==> config.mk <==
export PLATFORM = sky130hd
export DESIGN_NAME = fdfl_core
export DESIGN_NICKNAME = d
export VERILOG_FILES = /design/src/logic/fdfl_pkg.sv /design/src/logic/fdfl_core.sv
export SDC_FILE = /design/constraint.sdc
export NUM_CORES = 1
export LEC_CHECK = 0
export BUFFER_PORTS_ARGS = -buffer_cell sky130_fd_sc_hd__buf_4
export CAP_MARGIN = 20
export CELL_PAD_IN_SITES_DETAIL_PLACEMENT = 1
export CELL_PAD_IN_SITES_GLOBAL_PLACEMENT = 2
export CORE_MARGIN = 2
export CORE_UTILIZATION = 30
export DETAILED_ROUTE_END_ITERATION = 10
export PLACE_DENSITY_LB_ADDON = 0.15
export RECOVER_POWER = 100
export SYNTH_ARGS = -nofsm -noshare
export SYNTH_HDL_FRONTEND = slang
export SYNTH_SLANG_ARGS = --single-unit
==> constraint.sdc <==
create_clock -name clk -period 2.9 [get_ports clk]
set_clock_uncertainty 0.2 [all_clocks]
set_input_delay 0 -clock clk [delete_from_list [all_inputs] [get_ports clk]]
set_output_delay 0 -clock clk [all_outputs]
set_load 0.05 [all_outputs]
==> src/logic/fdfl_pkg.sv <==
// Constants, field layouts and carriers for the format/lock command block.
// Assumes one clock domain; shared by the core and the bench side.
package fdfl_pkg;
	// Opcode decode
	localparam logic [5:0] OP_FORMAT = 6'h0d;
	localparam logic [6:0] OP_LOCK = 7'h14;
	localparam logic [4:0] OP_READ = 5'h06;
	localparam logic [4:0] OP_READ_DEL = 5'h0c;
	localparam logic [4:0] OP_WRITE = 5'h05;
	localparam logic [4:0] OP_WRITE_DEL = 5'h09;
	localparam logic [4:0] OP_SCAN_EQ = 5'h11;
	localparam logic [4:0] OP_SCAN_LE = 5'h19;
	localparam logic [4:0] OP_SCAN_HE = 5'h1d;
	localparam logic [4:0] OP_VERIFY = 5'h16;
	// Command byte counts and positions
	localparam logic [3:0] FMT_CMD_LEN = 4'h6;
	localparam logic [3:0] XFER_CMD_LEN = 4'h9;
	localparam int CB_DRIVE = 1;
	localparam int CB_SIZE = 2;
	localparam int CB_SECTORS = 3;
	localparam int CB_GAP3 = 4;
	localparam int CB_FILL = 5;
	localparam int XB_GAP2 = 7;
	// Result phase
	localparam logic [2:0] FMT_RES_LEN = 3'h7;
	localparam logic [7:0] ST0_INVALID = 8'h80;
	localparam int LOCK_RES_BIT = 4;
	localparam int MS_RQM = 7;
	localparam int MS_DIO = 6;
	localparam int MS_BUSY = 4;
	// Track stream bytes
	localparam logic [7:0] ID_MARK = 8'hfe;
	localparam logic [7:0] DATA_MARK = 8'hfb;
	localparam logic [7:0] GAP_FM = 8'hff;
	localparam logic [7:0] GAP_MFM = 8'h4e;
	localparam logic [14:0] SECT_BASE = 15'h0080;
	// Reset values of held settings
	localparam logic RST_FIFO_DISABLE = 1'b1;
	localparam logic [3:0] RST_FIFO_THRESHOLD = 4'h0;
	localparam logic [7:0] RST_PRECOMP_START_TRACK = 8'h00;

	typedef struct packed {
		logic fifo_disable;
		logic [3:0] fifo_threshold;
		logic [7:0] precomp_start_track;
		logic fifo_write_disable;
		logic fifo_read_disable;
		logic burst_disable;
	} fdfl_cfg_s;

	localparam fdfl_cfg_s CFG_DEFAULT = '{RST_FIFO_DISABLE, RST_FIFO_THRESHOLD,
		RST_PRECOMP_START_TRACK, 1'b0, 1'b0, 1'b0};

	// Data-transfer command handed on, gap 2 byte left out
	typedef struct packed {
		logic [7:0] opcode;
		logic [7:0] drive_head;
		logic [7:0] cylinder;
		logic [7:0] head;
		logic [7:0] sector;
		logic [7:0] size_code;
		logic [7:0] last_sector_number;
		logic [7:0] data_length;
	} fdfl_xfer_s;

	typedef enum logic [3:0] {
		ST_CMD, ST_IDX1, ST_GETID, ST_AM, ST_IDW, ST_DM, ST_DATA, ST_GAP, ST_TAIL, ST_RES
	} fdfl_state_e;
endpackage

==> src/logic/fdfl_core.sv <==
// Command, execution and result phases for track format, invalid opcodes,
// lock, and hand-off of data-transfer commands to a separate engine.
// Assumes host bytes, soft reset and settings loads come on clk; the index
// pin is asynchronous.
// Operation
// - Size codes 0..7 give 128..16384 bytes
// - Fourth byte sets sector count formatted
// - Fifth byte sets gap 3 byte count
// - Sixth byte fills every data field
// - Whole track formatted in one command
// - Format returns seven bytes, three meaningful
// - Gap 2 byte of transfers ignored
// - Illegal opcode returns only status byte zero
// - Illegal opcode: no interrupt, status bit 7 set, bit 6 clear
// - Lock byte: bit7 value, pattern 0010100
// - Lock value taken when result read
// - Reset before result read drops lock
// - Lock keeps listed settings over soft reset
// - Lock result: value in bit 4
// - Hardware reset restores all held settings
// - Formatting starts after index pulse
// - Next index ends format, interrupt, results
// - Opcode bit 6 selects FM or MFM
`timescale 1ns/10ps
module fdfl_core
	import fdfl_pkg::*;
(
	input wire logic clk,
	input wire logic sys_rst,
	input wire logic soft_rst,
	input wire logic cmd_valid,
	input wire logic [7:0] cmd_data,
	output logic cmd_ready,
	output logic res_valid,
	output logic [7:0] res_data,
	input wire logic res_ready,
	input wire logic id_valid,
	input wire logic [7:0] id_data,
	output logic id_ready,
	input wire logic index_pin,
	output logic wr_valid,
	output logic [7:0] wr_data,
	output logic wr_mark,
	output logic wr_mfm,
	input wire logic wr_ready,
	output logic [7:0] main_status,
	output logic irq,
	output logic xfer_start,
	output fdfl_xfer_s xfer_cmd,
	input wire logic cfg_load,
	input wire fdfl_cfg_s cfg_in,
	output fdfl_cfg_s cfg,
	output logic lock
);
	// Size code to data field length; codes above 7 clamp to the largest
	function automatic logic [14:0] sector_len(input logic [7:0] code);
		return SECT_BASE << ((code > 8'h07) ? 3'h7 : code[2:0]);
	endfunction
	function automatic logic is_xfer(input logic [7:0] op);
		return op[4:0] inside {OP_READ, OP_READ_DEL, OP_WRITE, OP_WRITE_DEL, OP_SCAN_EQ,
			OP_SCAN_LE, OP_SCAN_HE, OP_VERIFY};
	endfunction
	fdfl_state_e state, next_state;
	logic [7:0] cmd_buf [0:8], next_cmd_buf [0:8];
	logic [7:0] res_buf [0:6], next_res_buf [0:6];
	logic [7:0] id_buf [0:3], next_id_buf [0:3];
	logic [3:0] bidx, next_bidx, need, next_need;
	logic [2:0] ridx, next_ridx, rlen, next_rlen;
	logic [14:0] cnt, next_cnt;
	logic [7:0] secs, next_secs;
	logic lock_pend, next_lock_pend, lock_val, next_lock_val;
	logic next_lock, next_irq, next_xfer_start;
	fdfl_cfg_s next_cfg;
	fdfl_xfer_s next_xfer_cmd;
	logic idx_s1, idx_s2, idx_s3, index_rise;

	// Index pin is asynchronous: two flops, then a third for the edge
	always_ff @(posedge clk) begin
		if (sys_rst) begin
			{idx_s1, idx_s2, idx_s3} <= 3'b000;
		end else begin
			{idx_s3, idx_s2, idx_s1} <= {idx_s2, idx_s1, index_pin};
		end
	end
	assign index_rise = idx_s2 & ~idx_s3;
	// Handshakes and stream byte from current state
	always_comb begin
		cmd_ready = (state == ST_CMD);
		res_valid = (state == ST_RES);
		res_data = res_buf[ridx];
		id_ready = (state == ST_GETID);
		wr_valid = 1'b0;
		wr_data = cmd_buf[0][6] ? GAP_MFM : GAP_FM;
		wr_mark = 1'b0;
		wr_mfm = cmd_buf[0][6];
		unique case (state)
			ST_AM: begin
				wr_valid = 1'b1;
				wr_data = ID_MARK;
				wr_mark = 1'b1;
			end
			ST_IDW: begin
				wr_valid = 1'b1;
				wr_data = id_buf[cnt[1:0]];
			end
			ST_DM: begin
				wr_valid = 1'b1;
				wr_data = DATA_MARK;
				wr_mark = 1'b1;
			end
			ST_DATA: begin
				wr_valid = 1'b1;
				wr_data = cmd_buf[CB_FILL];
			end
			ST_GAP, ST_TAIL: wr_valid = 1'b1;
			default: ;
		endcase
		// Request-for-master and direction; bits 7,6 both set in results
		main_status = 8'h00;
		main_status[MS_RQM] = (state == ST_CMD) || (state == ST_RES);
		main_status[MS_DIO] = (state == ST_RES);
		main_status[MS_BUSY] = (state != ST_CMD);
	end
	// Next-state logic for the whole command engine
	always_comb begin
		next_state = state;
		next_cmd_buf = cmd_buf;
		next_res_buf = res_buf;
		next_id_buf = id_buf;
		next_bidx = bidx;
		next_need = need;
		next_ridx = ridx;
		next_rlen = rlen;
		next_cnt = cnt;
		next_secs = secs;
		next_lock_pend = lock_pend;
		next_lock_val = lock_val;
		next_lock = lock;
		next_irq = 1'b0;
		next_xfer_start = 1'b0;
		next_xfer_cmd = xfer_cmd;
		next_cfg = cfg_load ? cfg_in : cfg;
		unique case (state)
			ST_CMD: if (cmd_valid) begin
				next_cmd_buf[bidx] = cmd_data;
				next_bidx = bidx + 4'h1;
				if (bidx == 4'h0) begin
					next_rlen = 3'h1;
					if (cmd_data[6:0] == OP_LOCK) begin
						next_res_buf[0] = 8'h00;
						next_res_buf[0][LOCK_RES_BIT] = cmd_data[7];
						next_lock_pend = 1'b1;
						next_lock_val = cmd_data[7];
						next_bidx = 4'h0;
						next_state = ST_RES;
					end else if (!cmd_data[7] && cmd_data[5:0] == OP_FORMAT) begin
						next_need = FMT_CMD_LEN;
					end else if (is_xfer(cmd_data)) begin
						next_need = XFER_CMD_LEN;
					end else begin
						// Straight to results, no interrupt raised
						next_res_buf[0] = ST0_INVALID;
						next_bidx = 4'h0;
						next_state = ST_RES;
					end
				end else if (bidx + 4'h1 == need) begin
					next_bidx = 4'h0;
					if (need == FMT_CMD_LEN) begin
						next_state = ST_IDX1;
					end else begin
						// Gap 2 byte is captured but never passed on
						next_xfer_cmd = '{cmd_buf[0], cmd_buf[1], cmd_buf[2], cmd_buf[3],
							cmd_buf[4], cmd_buf[5], cmd_buf[6], cmd_data};
						next_xfer_start = 1'b1;
					end
				end
			end
			ST_IDX1: if (index_rise) begin
				next_secs = 8'h00;
				next_cnt = 15'h0000;
				next_state = (cmd_buf[CB_SECTORS] == 8'h00) ? ST_TAIL : ST_GETID;
			end
			ST_GETID: if (id_valid) begin
				next_id_buf[cnt[1:0]] = id_data;
				next_cnt = cnt + 15'h0001;
				if (cnt[1:0] == 2'h3) begin
					next_cnt = 15'h0000;
					next_state = ST_AM;
				end
			end
			ST_AM: if (wr_ready) next_state = ST_IDW;
			ST_IDW: if (wr_ready) begin
				next_cnt = cnt + 15'h0001;
				if (cnt[1:0] == 2'h3) begin
					next_cnt = 15'h0000;
					next_state = ST_DM;
				end
			end
			ST_DM: if (wr_ready) begin
				next_cnt = sector_len(cmd_buf[CB_SIZE]);
				next_state = ST_DATA;
			end
			ST_DATA: if (wr_ready) begin
				next_cnt = cnt - 15'h0001;
				if (cnt == 15'h0001) begin
					next_cnt = {7'h00, cmd_buf[CB_GAP3]};
					next_state = (cmd_buf[CB_GAP3] == 8'h00) ? ST_GETID : ST_GAP;
					next_secs = secs + 8'h01;
					if (secs + 8'h01 == cmd_buf[CB_SECTORS]) next_state = ST_TAIL;
				end
			end
			ST_GAP: if (wr_ready) begin
				next_cnt = cnt - 15'h0001;
				if (cnt == 15'h0001) begin
					next_cnt = 15'h0000;
					next_state = ST_GETID;
				end
			end
			ST_TAIL: ; // Gap filler runs to the end of the track
			ST_RES: if (res_ready) begin
				next_ridx = ridx + 3'h1;
				if (ridx + 3'h1 == rlen) begin
					next_ridx = 3'h0;
					next_state = ST_CMD;
					if (lock_pend) begin
						next_lock = lock_val;
						next_lock_pend = 1'b0;
					end
				end
			end
			default: next_state = ST_CMD;
		endcase
		// Second index closes the track whatever sector is in progress
		if (index_rise && state inside {ST_GETID, ST_AM, ST_IDW, ST_DM, ST_DATA, ST_GAP,
			ST_TAIL}) begin
			next_res_buf[0] = {5'h00, cmd_buf[CB_DRIVE][2:0]};
			for (int i = 1; i < 7; i++) next_res_buf[i] = 8'h00;
			next_rlen = FMT_RES_LEN;
			next_ridx = 3'h0;
			next_irq = 1'b1;
			next_state = ST_RES;
		end
		// Soft reset: pending lock dropped, lock decides what survives
		if (soft_rst) begin
			next_state = ST_CMD;
			next_bidx = 4'h0;
			next_ridx = 3'h0;
			next_lock_pend = 1'b0;
			next_irq = 1'b0;
			next_xfer_start = 1'b0;
			if (!lock) next_cfg = CFG_DEFAULT;
		end
	end
	// Registers; hardware reset returns every held setting to default
	always_ff @(posedge clk) begin
		if (sys_rst) begin
			state <= ST_CMD;
			for (int i = 0; i < 9; i++) cmd_buf[i] <= 8'h00;
			for (int i = 0; i < 7; i++) res_buf[i] <= 8'h00;
			for (int i = 0; i < 4; i++) id_buf[i] <= 8'h00;
			bidx <= 4'h0;
			need <= 4'h0;
			ridx <= 3'h0;
			rlen <= 3'h1;
			cnt <= 15'h0000;
			secs <= 8'h00;
			lock_pend <= 1'b0;
			lock_val <= 1'b0;
			lock <= 1'b0;
			irq <= 1'b0;
			xfer_start <= 1'b0;
			xfer_cmd <= '0;
			cfg <= CFG_DEFAULT;
		end else begin
			state <= next_state;
			cmd_buf <= next_cmd_buf;
			res_buf <= next_res_buf;
			id_buf <= next_id_buf;
			bidx <= next_bidx;
			need <= next_need;
			ridx <= next_ridx;
			rlen <= next_rlen;
			cnt <= next_cnt;
			secs <= next_secs;
			lock_pend <= next_lock_pend;
			lock_val <= next_lock_val;
			lock <= next_lock;
			irq <= next_irq;
			xfer_start <= next_xfer_start;
			xfer_cmd <= next_xfer_cmd;
			cfg <= next_cfg;
		end
	end

endmodule

==> key figures, run 1 <==
Routing
  • First DRT Iteration DRCs: 475
  • DR WL/cell: ~19 µm
  • Via count: approximately 9.7k
  • Vias/cell: between 4 and 5
  • DRT antenna net count: 0
  • WL final: 36600 µm
  • DRC errors left: 0
  • 1st-pass router iterations: 4

Timing
  • Endpoints failing setup: 0
  • Final Max Tran Viols: 0
  • RSZ-0062 raised after global routing: false
  • Setup TNS: 0 ns
  • Slew @ Worst Pin: ~0.7 ns
  • Final Hold Fails: 0
  • Fin crit share: 0.955
  • Slew margin rel.: 0.530
  • Tmin final: 2.77 ns
  • Max Fclk: 361 MHz

Power and ir drop
  • VDD IR max: around 0.4 mV
  • Lkg Pwr: 4.60 nW
  • P per Cell Area: 594 nW/µm²
  • Tot Pwr: 0.00773 W

Floorplan
  • Rows: 67
  • Core Region: about 33000 µm²
  • Die height: roughly 190 µm
  • Starting density of the core: 0.303
  • Die X: between 150 and 200 µm
  • Area of the die: 35000 µm²
  • I/O Pins: 154

Logic synthesis
  • Synthesized area per cell: a little under 8 µm²
  • Yosys warning total: 0
  • Sequential share of the synthesized area: 0.433
  • Synth Instances: 1267
  • FFs w/ async S/R, synth: 0
  • Yosys reg bits: about 220
  • Ys flop type: dfxtp_1
  • Cell variety after synth: ~80
  • EDFF count, synth: 0
  • Post-synthesis cell area: 10100 µm²

Layout
  • Layout cell share with drive strength beyond 1: 0.127
  • Diode count: 0
  • Nets: between 1.5k and 2k
  • Area delta synth->final: 29.4%
  • Commonest non-fill, non-tap cells in the layout: nand2_1 (309), dfxtp_1 (218), a21oi_1 (189)
  • Fill cell count: 4042
  • Commonest non-fill, non-tap cell in the layout: nand2_1

Global routing
  • GRT overflow: 0
  • Initial antenna violation count: 0
  • Pin count of the biggest net entering global routing: 65
  • First-pass GRT wire length: between 50000 and 60000 µm
  • Vias in the first global route: roughly 9.9k
  • GR Util All Layers: 0.204

Place
  • Placed wire-length estimate: approximately 25000 µm
  • # port buffers: around 150
  • Gpl congestion: between 0.8 and 0.9

Outcome
  • Outcome: finished clean

Critical path
  • R2R setup slack: 0.13 ns
  • R2R depth: 9
  • Worst setup startpoint: bidx[0]
  • Worst EP arrival: between 2 and 3 ns
  • RR Startpoint: bidx[0]
  • Crit start category: flop
  • Worst Setup End Kind: flop
  • Worst Path Required: just over 3 ns
  • Reg-to-reg critical path endpoint: state[3]
  • Critical path fanouts, max: 7
  • Crit path to: state[3]
  • CP Class: flop to flop

Clock tree
  • Clk sink count: approximately 220
  • CTS tree: yes
  • Clk buf depth: 3
  • Total CTS buffers: 27
  • Clk Latency, worst-skew pair: 0.55 ns
  • H-tree depth: 1
  • Setup Buffers After CTS: 0
  • Root Buffer: clkbuf_16
  • Worst-path clk slew: roughly 0.060 ns

Run
  • Max Cap Viol: 0

Hold path
  • Worst hold-check path type: input port to flop
## final cells by class
cell class | instances | area (µm²) | area share
timing repair buffer | 279 | 1930 | 0.148
clock inverter | 10 | 145 | 0.0111
tap | 448 | 561 | 0.0430
clock buffer | 40 | 815 | 0.0625
inverter | 12 | 50.0 | 0.00384
multi-input combinational | 938 | 5160 | 0.396
sequential | 218 | 4360 | 0.335
## registers in the layout, indices dropped and copies added, names as in the netlist
register,cells
lock_val,1
idx_s2,1
rlen,1
idx_s3,1
cmd_buf,55
ridx,3
cfg,16
idx_s1,1
need,2
state,4
xfer_start,1
lock_pend,1
lock,1
xfer_cmd,64
wr_mfm,1
id_buf,32
secs,8
bidx,4
irq,1
res_buf,5
cnt,15
## critical path: stages, from the launching register on
cell and delay [ns]:
dfxtp_1 0.37, inv_1 0.17, ha_2 0.26, or3b_1 0.45
a32oi_1 0.27, nor2_1 0.10, nor4_4 0.23, o211ai_4 0.18
a311oi_1 0.27, a221oi_1 0.13
## cells in the mapped netlist (10+ instances only)
library cell,instances,area [µm²]
mux2i_1,26,260
ha_1,11,138
nor2_1,69,259
nand3_1,74,370
buf_2,19,95.1
inv_1,11,41.3
nand2_1,309,1160
clkbuf_1,62,233
nor4_1,10,62.6
dfxtp_1,218,4360
nor2b_1,14,87.6
and3_1,10,62.6
nor3_1,15,75.1
o21ai_0,31,155
buf_4,13,97.6
xnor2_1,19,166
a21oi_1,189,946
## worst min-delay path by stage
stage                           from  slack [ns]  cells after the start          to
after floorplan           cfg_in[15]       -0.08                      1     cfg[15]
after global placement    cfg_in[15]       0.006                      2     cfg[15]
after detailed placement  cfg_in[15]        0.01                      2     cfg[15]
after CTS                 id_data[3]        0.07                      4   id_buf[3]
after global routing      id_data[0]         0.1                      4  id_buf[16]
final                     id_data[1]        0.09                      4   id_buf[9]
## routing by layer
layer,part of all wire,global-route usage
met5,0,0
met4,0.015,0.0415
met3,0.049,0.0362
met2,0.47,0.349
met1,0.46,0.271
## cell families after synthesis
group                      Yosys count  synth area share
and+or+nand+nor                    575             0.265
xor gates and xnor gates            23            0.0200
AOI/OAI and AO/OA                  286             0.164
muxes                               34            0.0437
DFF                                218             0.433
adders and majority gates           12            0.0147
buffers and inverters              118            0.0582
other                                1          0.000372
## per-stage QoR
stage / worst slack (ns) / hold WS [ns] / util / instances / area [µm²]
floorplan: 0.0912 / -0.0776 / - / 1274 / 10100
global placement: 0.197 / 0.00587 / 0.351 / 1818 / 11700
detailed placement: 0.0871 / 0.0120 / 0.351 / 1818 / 11700
CTS: 0.0795 / 0.0749 / 0.403 / 1945 / 13400
global route: 0.00852 / 0.0973 / 0.391 / 1945 / 13000
finish: 0.131 / 0.0883 / 0.391 / 1945 / 13000
## report_power, final
group | internal (W) | switching, W | total [W]
sequential | 0.00303 | 0.0000298 | 0.00306
clock | 0.00221 | 0.00141 | 0.00362
combinational | 0.000336 | 0.000716 | 0.00105
## repair_timing
item	CTS	global route
endpoints found under the hold margin	199	0
endpoints found under the setup margin	0	3
gates resized for setup	0	3
hold buffers	77	0
Note: power is estimated with default switching activity, not from simulation.
==> run 2, diff against run 1 <==
SETUP_SLACK_MARGIN = 0.5   (was unset)
==> run 2 against run 1 <==
Against the previous run:
- combinational power up 9.5%
- die area is the same
- flip-flop and latch count unchanged
- setup slack improved by 0.14 ns
- total power increased by 0.70%
- critical path depth decreased by 5
- utilization up 2.9 points
- register-to-register slack better by 0.16 ns
- highest routed layer unchanged
==> key figures, run 2 (synthesized netlist as in run 1, its figures left out) <==
Global routing
  • First-pass GRT wire length: a little under 60000 µm
  • GRT overflow: 0
  • GR Util All Layers: 0.205
  • Pin count of the biggest net entering global routing: between 60 and 70
  • Met3 Usage GRT: 0.0362
  • Met2 Use GR: 0.345
  • Vias in the first global route: between 10k and 15k
  • GRT busiest layer: met2
  • Initial antenna violation count: 0
  • M1 GR Usage: 0.275

Layout
  • Area delta synth->final: 39.0%
  • Largest regs: xfer_cmd x64, cmd_buf x55, id_buf x32
  • Core Util, Final: 0.421
  • Nets: 1565
  • Diode count: 0
  • Largest Register: xfer_cmd
  • Max reg flops: between 60 and 70
  • Layout Cells excl Fill: a little under 2k
  • Fill cell count: 4018
  • Commonest non-fill, non-tap cell in the layout: nand2_1
  • Layout cell share with drive strength beyond 1: 0.208
  • Commonest non-fill, non-tap cells in the layout: nand2_1 (278), dfxtp_1 (203), a21oi_1 (173)

Floorplan
  • Area of the die: about 35000 µm²
  • Rows: 67
  • Core Region: 33300 µm²
  • I/O Pins: around 150
  • Die height: around 190 µm
  • Die X: 187 µm
  • Starting density of the core: 0.303

Power and ir drop
  • Lkg Pwr: about 5.1 nW
  • Seq pwr share: 0.393
  • Logic pwr share: 0.147
  • P per Cell Area: between 500 and 600 nW/µm²
  • Sw frac: 0.277
  • VDD IR max: approximately 0.38 mV
  • Clock power frac: 0.460
  • Switch Pwr: 0.00216 W
  • Internal power: between 0.005 and 0.006 W

Critical path
  • CP Buf/Inv Count: 2
  • Worst Path Required: ~2.7 ns
  • Crit start category: flop
  • Worst EP arrival: ~2.4 ns
  • Critical path fanouts, max: 6
  • CP Class: flop to output pin
  • Crit path largest cell delay: 0.55 ns
  • CP cell instances: or2_0 > or3_1 > clkinv_8 > clkbuf_1
  • Worst Setup End Kind: output pin
  • CP max stage cell: clkbuf_1
  • Cell family with most CP delay: simple AND/OR/NAND/NOR gates

Timing
  • Final Max Tran Viols: 0
  • Slew margin rel.: 0.216
  • Setup TNS: 0 ns
  • Tmin final: around 2.6 ns
  • Max Fclk: roughly 380 MHz
  • Slew @ Worst Pin: roughly 1.2 ns
  • Final Hold Fails: 0
  • Fin crit share: 0.906
  • Final WS setup: approximately 0.27 ns
  • Endpoints failing setup: 0
  • RSZ-0062 raised after global routing: true

Place
  • Pre-CTS setup slack: -0.00297 ns
  • Gpl congestion: just over 0.8
  • Placed wire-length estimate: 24700 µm
  • # placed instances: approximately 1.8k
  • # port buffers: approximately 150

Clock tree
  • Root Buffer: clkbuf_16
  • H-tree depth: 1
  • Clk sink count: around 220
  • CTS tree: yes
  • Total CTS buffers: 26
  • Worst-path clk slew: ~0.060 ns
  • Clk buf depth: 3
  • Clk Latency, worst-skew pair: approximately 0.56 ns

Routing
  • DRC errors left: 0
  • Via count: around 10k
  • DR WL/cell: approximately 19 µm
  • First DRT Iteration DRCs: 485
  • 1st-pass router iterations: 5
  • DRT antenna net count: 0
  • WL final: 38000 µm
  • Vias/cell: slightly above 5

Outcome
  • Outcome: finished clean

Run
  • Max Cap Viol: 0

Hold path
  • Worst hold-check path type: input port to flop
[run 2: cell count changes in the layout (fill, tap and decap cells not counted), moves of 10 or more]
cell / before / now
clkbuf_1: 95 / 108
nor2_1: 71 / 61
nand2_2: 1 / 13
a21oi_2: 0 / 16
buf_4: 95 / 112
nand2_1: 309 / 278
nand2_4: 0 / 18
dfxtp_1: 218 / 203
a21oi_1: 189 / 173
[run 2: worst paths after layout]
path | from | endpoint | slack [ns] | depth (start not counted)
worst max-delay path | state[2] | cmd_ready | 0.27 | 4
worst min-delay path | id_data[3] | id_buf[27] | 0.08 | 4
worst max register to register | bidx[2] | state[2] | 0.29 | 7
worst min register to register | idx_s1 | idx_s2 | 0.24 | 1
[run 2: layer usage]
metal	up-vias	wire (µm)
met3	38	1530
met5	-	0
li1	4857	-
met2	171	18000
met4	0	715
met1	4915	17700
[run 2: area by class of cell]
| cell class | count | area (µm²) | share of cell area |
|---|---|---|---|
| Sequential cell | 218 | 4400 | 0.314 |
| Multi-Input combinational cell | 938 | 5620 | 0.402 |
| Clock buffer | 40 | 783 | 0.0560 |
| Tap cell | 448 | 561 | 0.0401 |
| Clock inverter | 7 | 160 | 0.0114 |
| Timing Repair Buffer | 317 | 2400 | 0.172 |
| Inverter | 12 | 68.8 | 0.00492 |
[run 2: repair_timing]
action	CTS	global route
pin swaps	10	72
setup buffers	11	21
gates cloned	0	8
resized for setup	48	146
hold endpoints to repair	204	0
hold buffers	74	0
setup endpoints to repair	149	151
[run 2: stage by stage]
| step | power, W | instance area (µm²) | hold slack (ns) |
|---|---|---|---|
| 4_1_cts | 0.00788 | 13700 | 0.0680 |
| 6_report | 0.00779 | 14000 | 0.0802 |
| 5_1_grt | 0.00807 | 14000 | 0.0902 |
| 3_5_place_dp | 0.00415 | 11800 | 0.0175 |
| 3_3_place_gp | 0.00415 | 11800 | 0.0115 |
| 2_1_floorplan | 0.00378 | 10200 | -0.0776 |
[run 2: tightest hold or removal path: cells and delay by family]
| kind | cells | cell delay [ns] |
|---|---|---|
| AO/OA/AOI/OAI | 1 | 0.05 |
| buffers and inverters | 2 | 0.68 |
| AND/OR/NAND/NOR | 1 | 0.06 |
[run 2: power groups by stage]
| stage | sequential [W] | combinational [W] | clock, W |
|---|---|---|---|
| global placement | 0.00313 | 0.00102 | 0 |
| global route | 0.00307 | 0.00122 | 0.00378 |
| floorplan | 0.00315 | 0.000639 | 0 |
| finish | 0.00306 | 0.00115 | 0.00358 |
| detailed placement | 0.00313 | 0.00102 | 0 |
| CTS | 0.00306 | 0.00116 | 0.00366 |
==> run 3, diff against run 2 <==
ABC_AREA = 1   (was unset)
CTS_BUF_LIST = sky130_fd_sc_hd__clkbuf_2   (was unset)
MAX_ROUTING_LAYER = met4   (was unset)
==> run 3 against run 2 <==
Against the previous run:
- critical path depth grew 3
- setup slack gained 0.0024 ns
- non-clock buffer count grew 30
- count of clock-buffer cells in the layout grew 58
- via count grew 6.1%
- synthesized cell count grew 5.6%
- critical path type unchanged
- routed wire length grew 6.7%
- clock power shrank 33%
- largest cell class unchanged
==> key figures, run 3 <==
Outcome
  • Outcome: finished clean

Hold path
  • Worst hold-check path type: input port to flop
  • Hold path start: id_valid

Logic synthesis
  • FFs w/ async S/R, synth: 0
  • Sequential share of the synthesized area: 0.439
  • Yosys reg bits: ~220
  • Synthesized area per cell: ~7.4 µm²
  • Ys flop type: dfxtp_1
  • Yosys warning total: 0
  • Post-synthesis cell area: 9940 µm²
  • Cell variety after synth: 51
  • Top cell type by total area after synthesis: dfxtp_1
  • Most common library cells after synthesis: dfxtp_1 (218), a21oi_1 (213), nand2_1 (187)
  • Post-synth top area share: 0.439
  • Most common cell in the synthesized netlist: dfxtp_1
  • Synth Instances: approximately 1.3k
  • Ranking of synthesized cells by area: dfxtp_1 (44%), a21oi_1 (11%), nand2_1 (7.1%)
  • EDFF count, synth: 0

Routing
  • 1st-pass router iterations: 5
  • DR WL/cell: around 19 µm
  • DRC errors left: 0
  • DRT antenna net count: 0
  • Vias/cell: between 4 and 5
  • First DRT Iteration DRCs: about 440
  • Via count: 10.6k
  • WL final: 40600 µm

Layout
  • Fill cell count: just over 4k
  • Max reg flops: 64
  • Commonest non-fill, non-tap cell in the layout: a21oi_1
  • Largest regs: xfer_cmd x64, cmd_buf x55, id_buf x32
  • Nets: between 1.5k and 2k
  • Layout cell share with drive strength beyond 1: 0.202
  • Largest Register: xfer_cmd
  • Commonest non-fill, non-tap cells in the layout: a21oi_1 (212), dfxtp_1 (211), nand2_1 (174)
  • Area delta synth->final: 40.6%
  • Final instance area: about 14000 µm²

Timing
  • Endpoints failing setup: 0
  • Slew margin rel.: 0.264
  • RSZ-0062 raised after global routing: true
  • Max Fclk: approximately 380 MHz
  • Hold Slack: 0.113 ns
  • Tmin final: 2.63 ns
  • Final WS setup: roughly 0.27 ns
  • Final Hold Fails: 0
  • Final Max Tran Viols: 0
  • Slew @ Worst Pin: 1.10 ns
  • Fin crit share: 0.905
  • Setup TNS: 0 ns

Global routing
  • First-pass GRT wire length: 61300 µm
  • Vias in the first global route: roughly 11k
  • GR Util All Layers: 0.237
  • Initial antenna violation count: 2
  • GRT overflow: 0
  • Pin count of the biggest net entering global routing: 122

Power and ir drop
  • P per Cell Area: approximately 450 nW/µm²
  • VDD IR max: 0.217 mV
  • Tot Pwr: 0.00632 W
  • Lkg Pwr: about 5.6 nW

Clock tree
  • Root Buffer: clkbuf_2
  • H-tree depth: 3
  • Clk buf depth: 3
  • CTS tree: yes
  • Total CTS buffers: 66
  • Worst-path clk slew: 0.10 ns
  • Clk sink count: 218
  • Clk Latency, worst-skew pair: roughly 0.88 ns

Place
  • Gpl congestion: roughly 0.80
  • Pre-CTS setup slack: a little over 0.3 ns
  • DP Area: between 10000 and 15000 µm²
  • Placed wire-length estimate: roughly 24000 µm
  • # port buffers: ~150

Critical path
  • Crit start category: flop
  • RR Startpoint: state[3]
  • CP Class: flop to output pin
  • Worst Setup End Kind: output pin
  • Worst EP arrival: 2.43 ns
  • Worst Path Required: roughly 2.7 ns
  • Worst setup startpoint: state[0]
  • Critical path fanouts, max: 5

Floorplan
  • Core Region: between 30000 and 40000 µm²
  • Rows: 66
  • Starting density of the core: 0.305
  • Die X: 186 µm
  • Die height: 186 µm
  • Area of the die: approximately 35000 µm²
  • I/O Pins: about 150

Run
  • Max Cap Viol: 0
## run 3: cell types whose count changed after synthesis, moves of 14 or more
cell      previous run  this run
o21ai_1              1        67
o21ai_0             31       119
clkbuf_1            62        37
mux2_2               0        15
nand2_1            309       187
mux2i_1             26         1
nor2b_1             14         0
a21oi_1            189       213
inv_1               11       162
## run 3: area by class of cell
class | instances | area, µm² | area share
timing repair buffer | 347 | 2940 | 0.210
clock inverter | 13 | 80.1 | 0.00573
inverter | 178 | 682 | 0.0488
sequential | 218 | 4380 | 0.313
antenna | 2 | 5.00 | 0.000358
multi-input combinational | 871 | 4850 | 0.347
clock buffer | 98 | 490 | 0.0351
tap | 442 | 553 | 0.0396
## run 3: layer usage
metal / vias to the layer above / track usage / share of wire
met5: - / - / 0
met4: 0 / 0.0809 / 0.027
met3: 79 / 0.0382 / 0.039
met2: 234 / 0.388 / 0.48
met1: 5107 / 0.298 / 0.45
li1: 5172 / - / -
## run 3: what timing repair did
item,CTS,global route
hold buffers,116,0
buffers inserted,26,21
cloned,9,4
resized for setup,72,74
setup endpoints to repair,75,131
hold endpoints to repair,218,0
pin swaps,13,21
## run 3: logic make-up after synthesis
group / Yosys count / synth area share
AO/OA/AOI/OAI: 439 / 0.234
AND/OR/NAND/NOR: 383 / 0.176
buffers and inverters: 256 / 0.106
flip-flops: 218 / 0.439
multiplexers: 16 / 0.0180
XOR/XNOR: 14 / 0.0123
adder cells (fa/ha/maj): 11 / 0.0138
other: 1 / 0.000377
## run 3: critical path, stage by stage (launching register included)
cell and delay [ns]:
dfxtp_1 0.41, nor2_1 0.28, nand2_4 0.10, inv_4 0.08, buf_8 0.13, nand3_4 0.08
o211ai_1 0.23, buf_4 0.28
## run 3: per-stage QoR
stage	utilization	instances
finish	0.428	2169
floorplan	-	1345
global placement	0.351	1880
detailed placement	0.351	1880
CTS	0.425	2142
global route	0.428	2169
## run 3: worst paths after layout
path / depth (start not counted) / end / slack [ns]
setup reg to reg: 9 / id_buf[6] / 0.28
hold / removal: 7 / id_buf[0] / 0.11
hold reg to reg: 2 / idx_s2 / 0.22
setup / recovery: 7 / wr_data[2] / 0.27
## run 3: report_power, final
part / total [W] / internal [W] / switching [W]
combinational: 0.000828 / 0.000314 / 0.000514
clock: 0.00241 / 0.000978 / 0.00144
sequential: 0.00308 / 0.00304 / 0.0000396
total: 0.00632 / 0.00433 / 0.00199
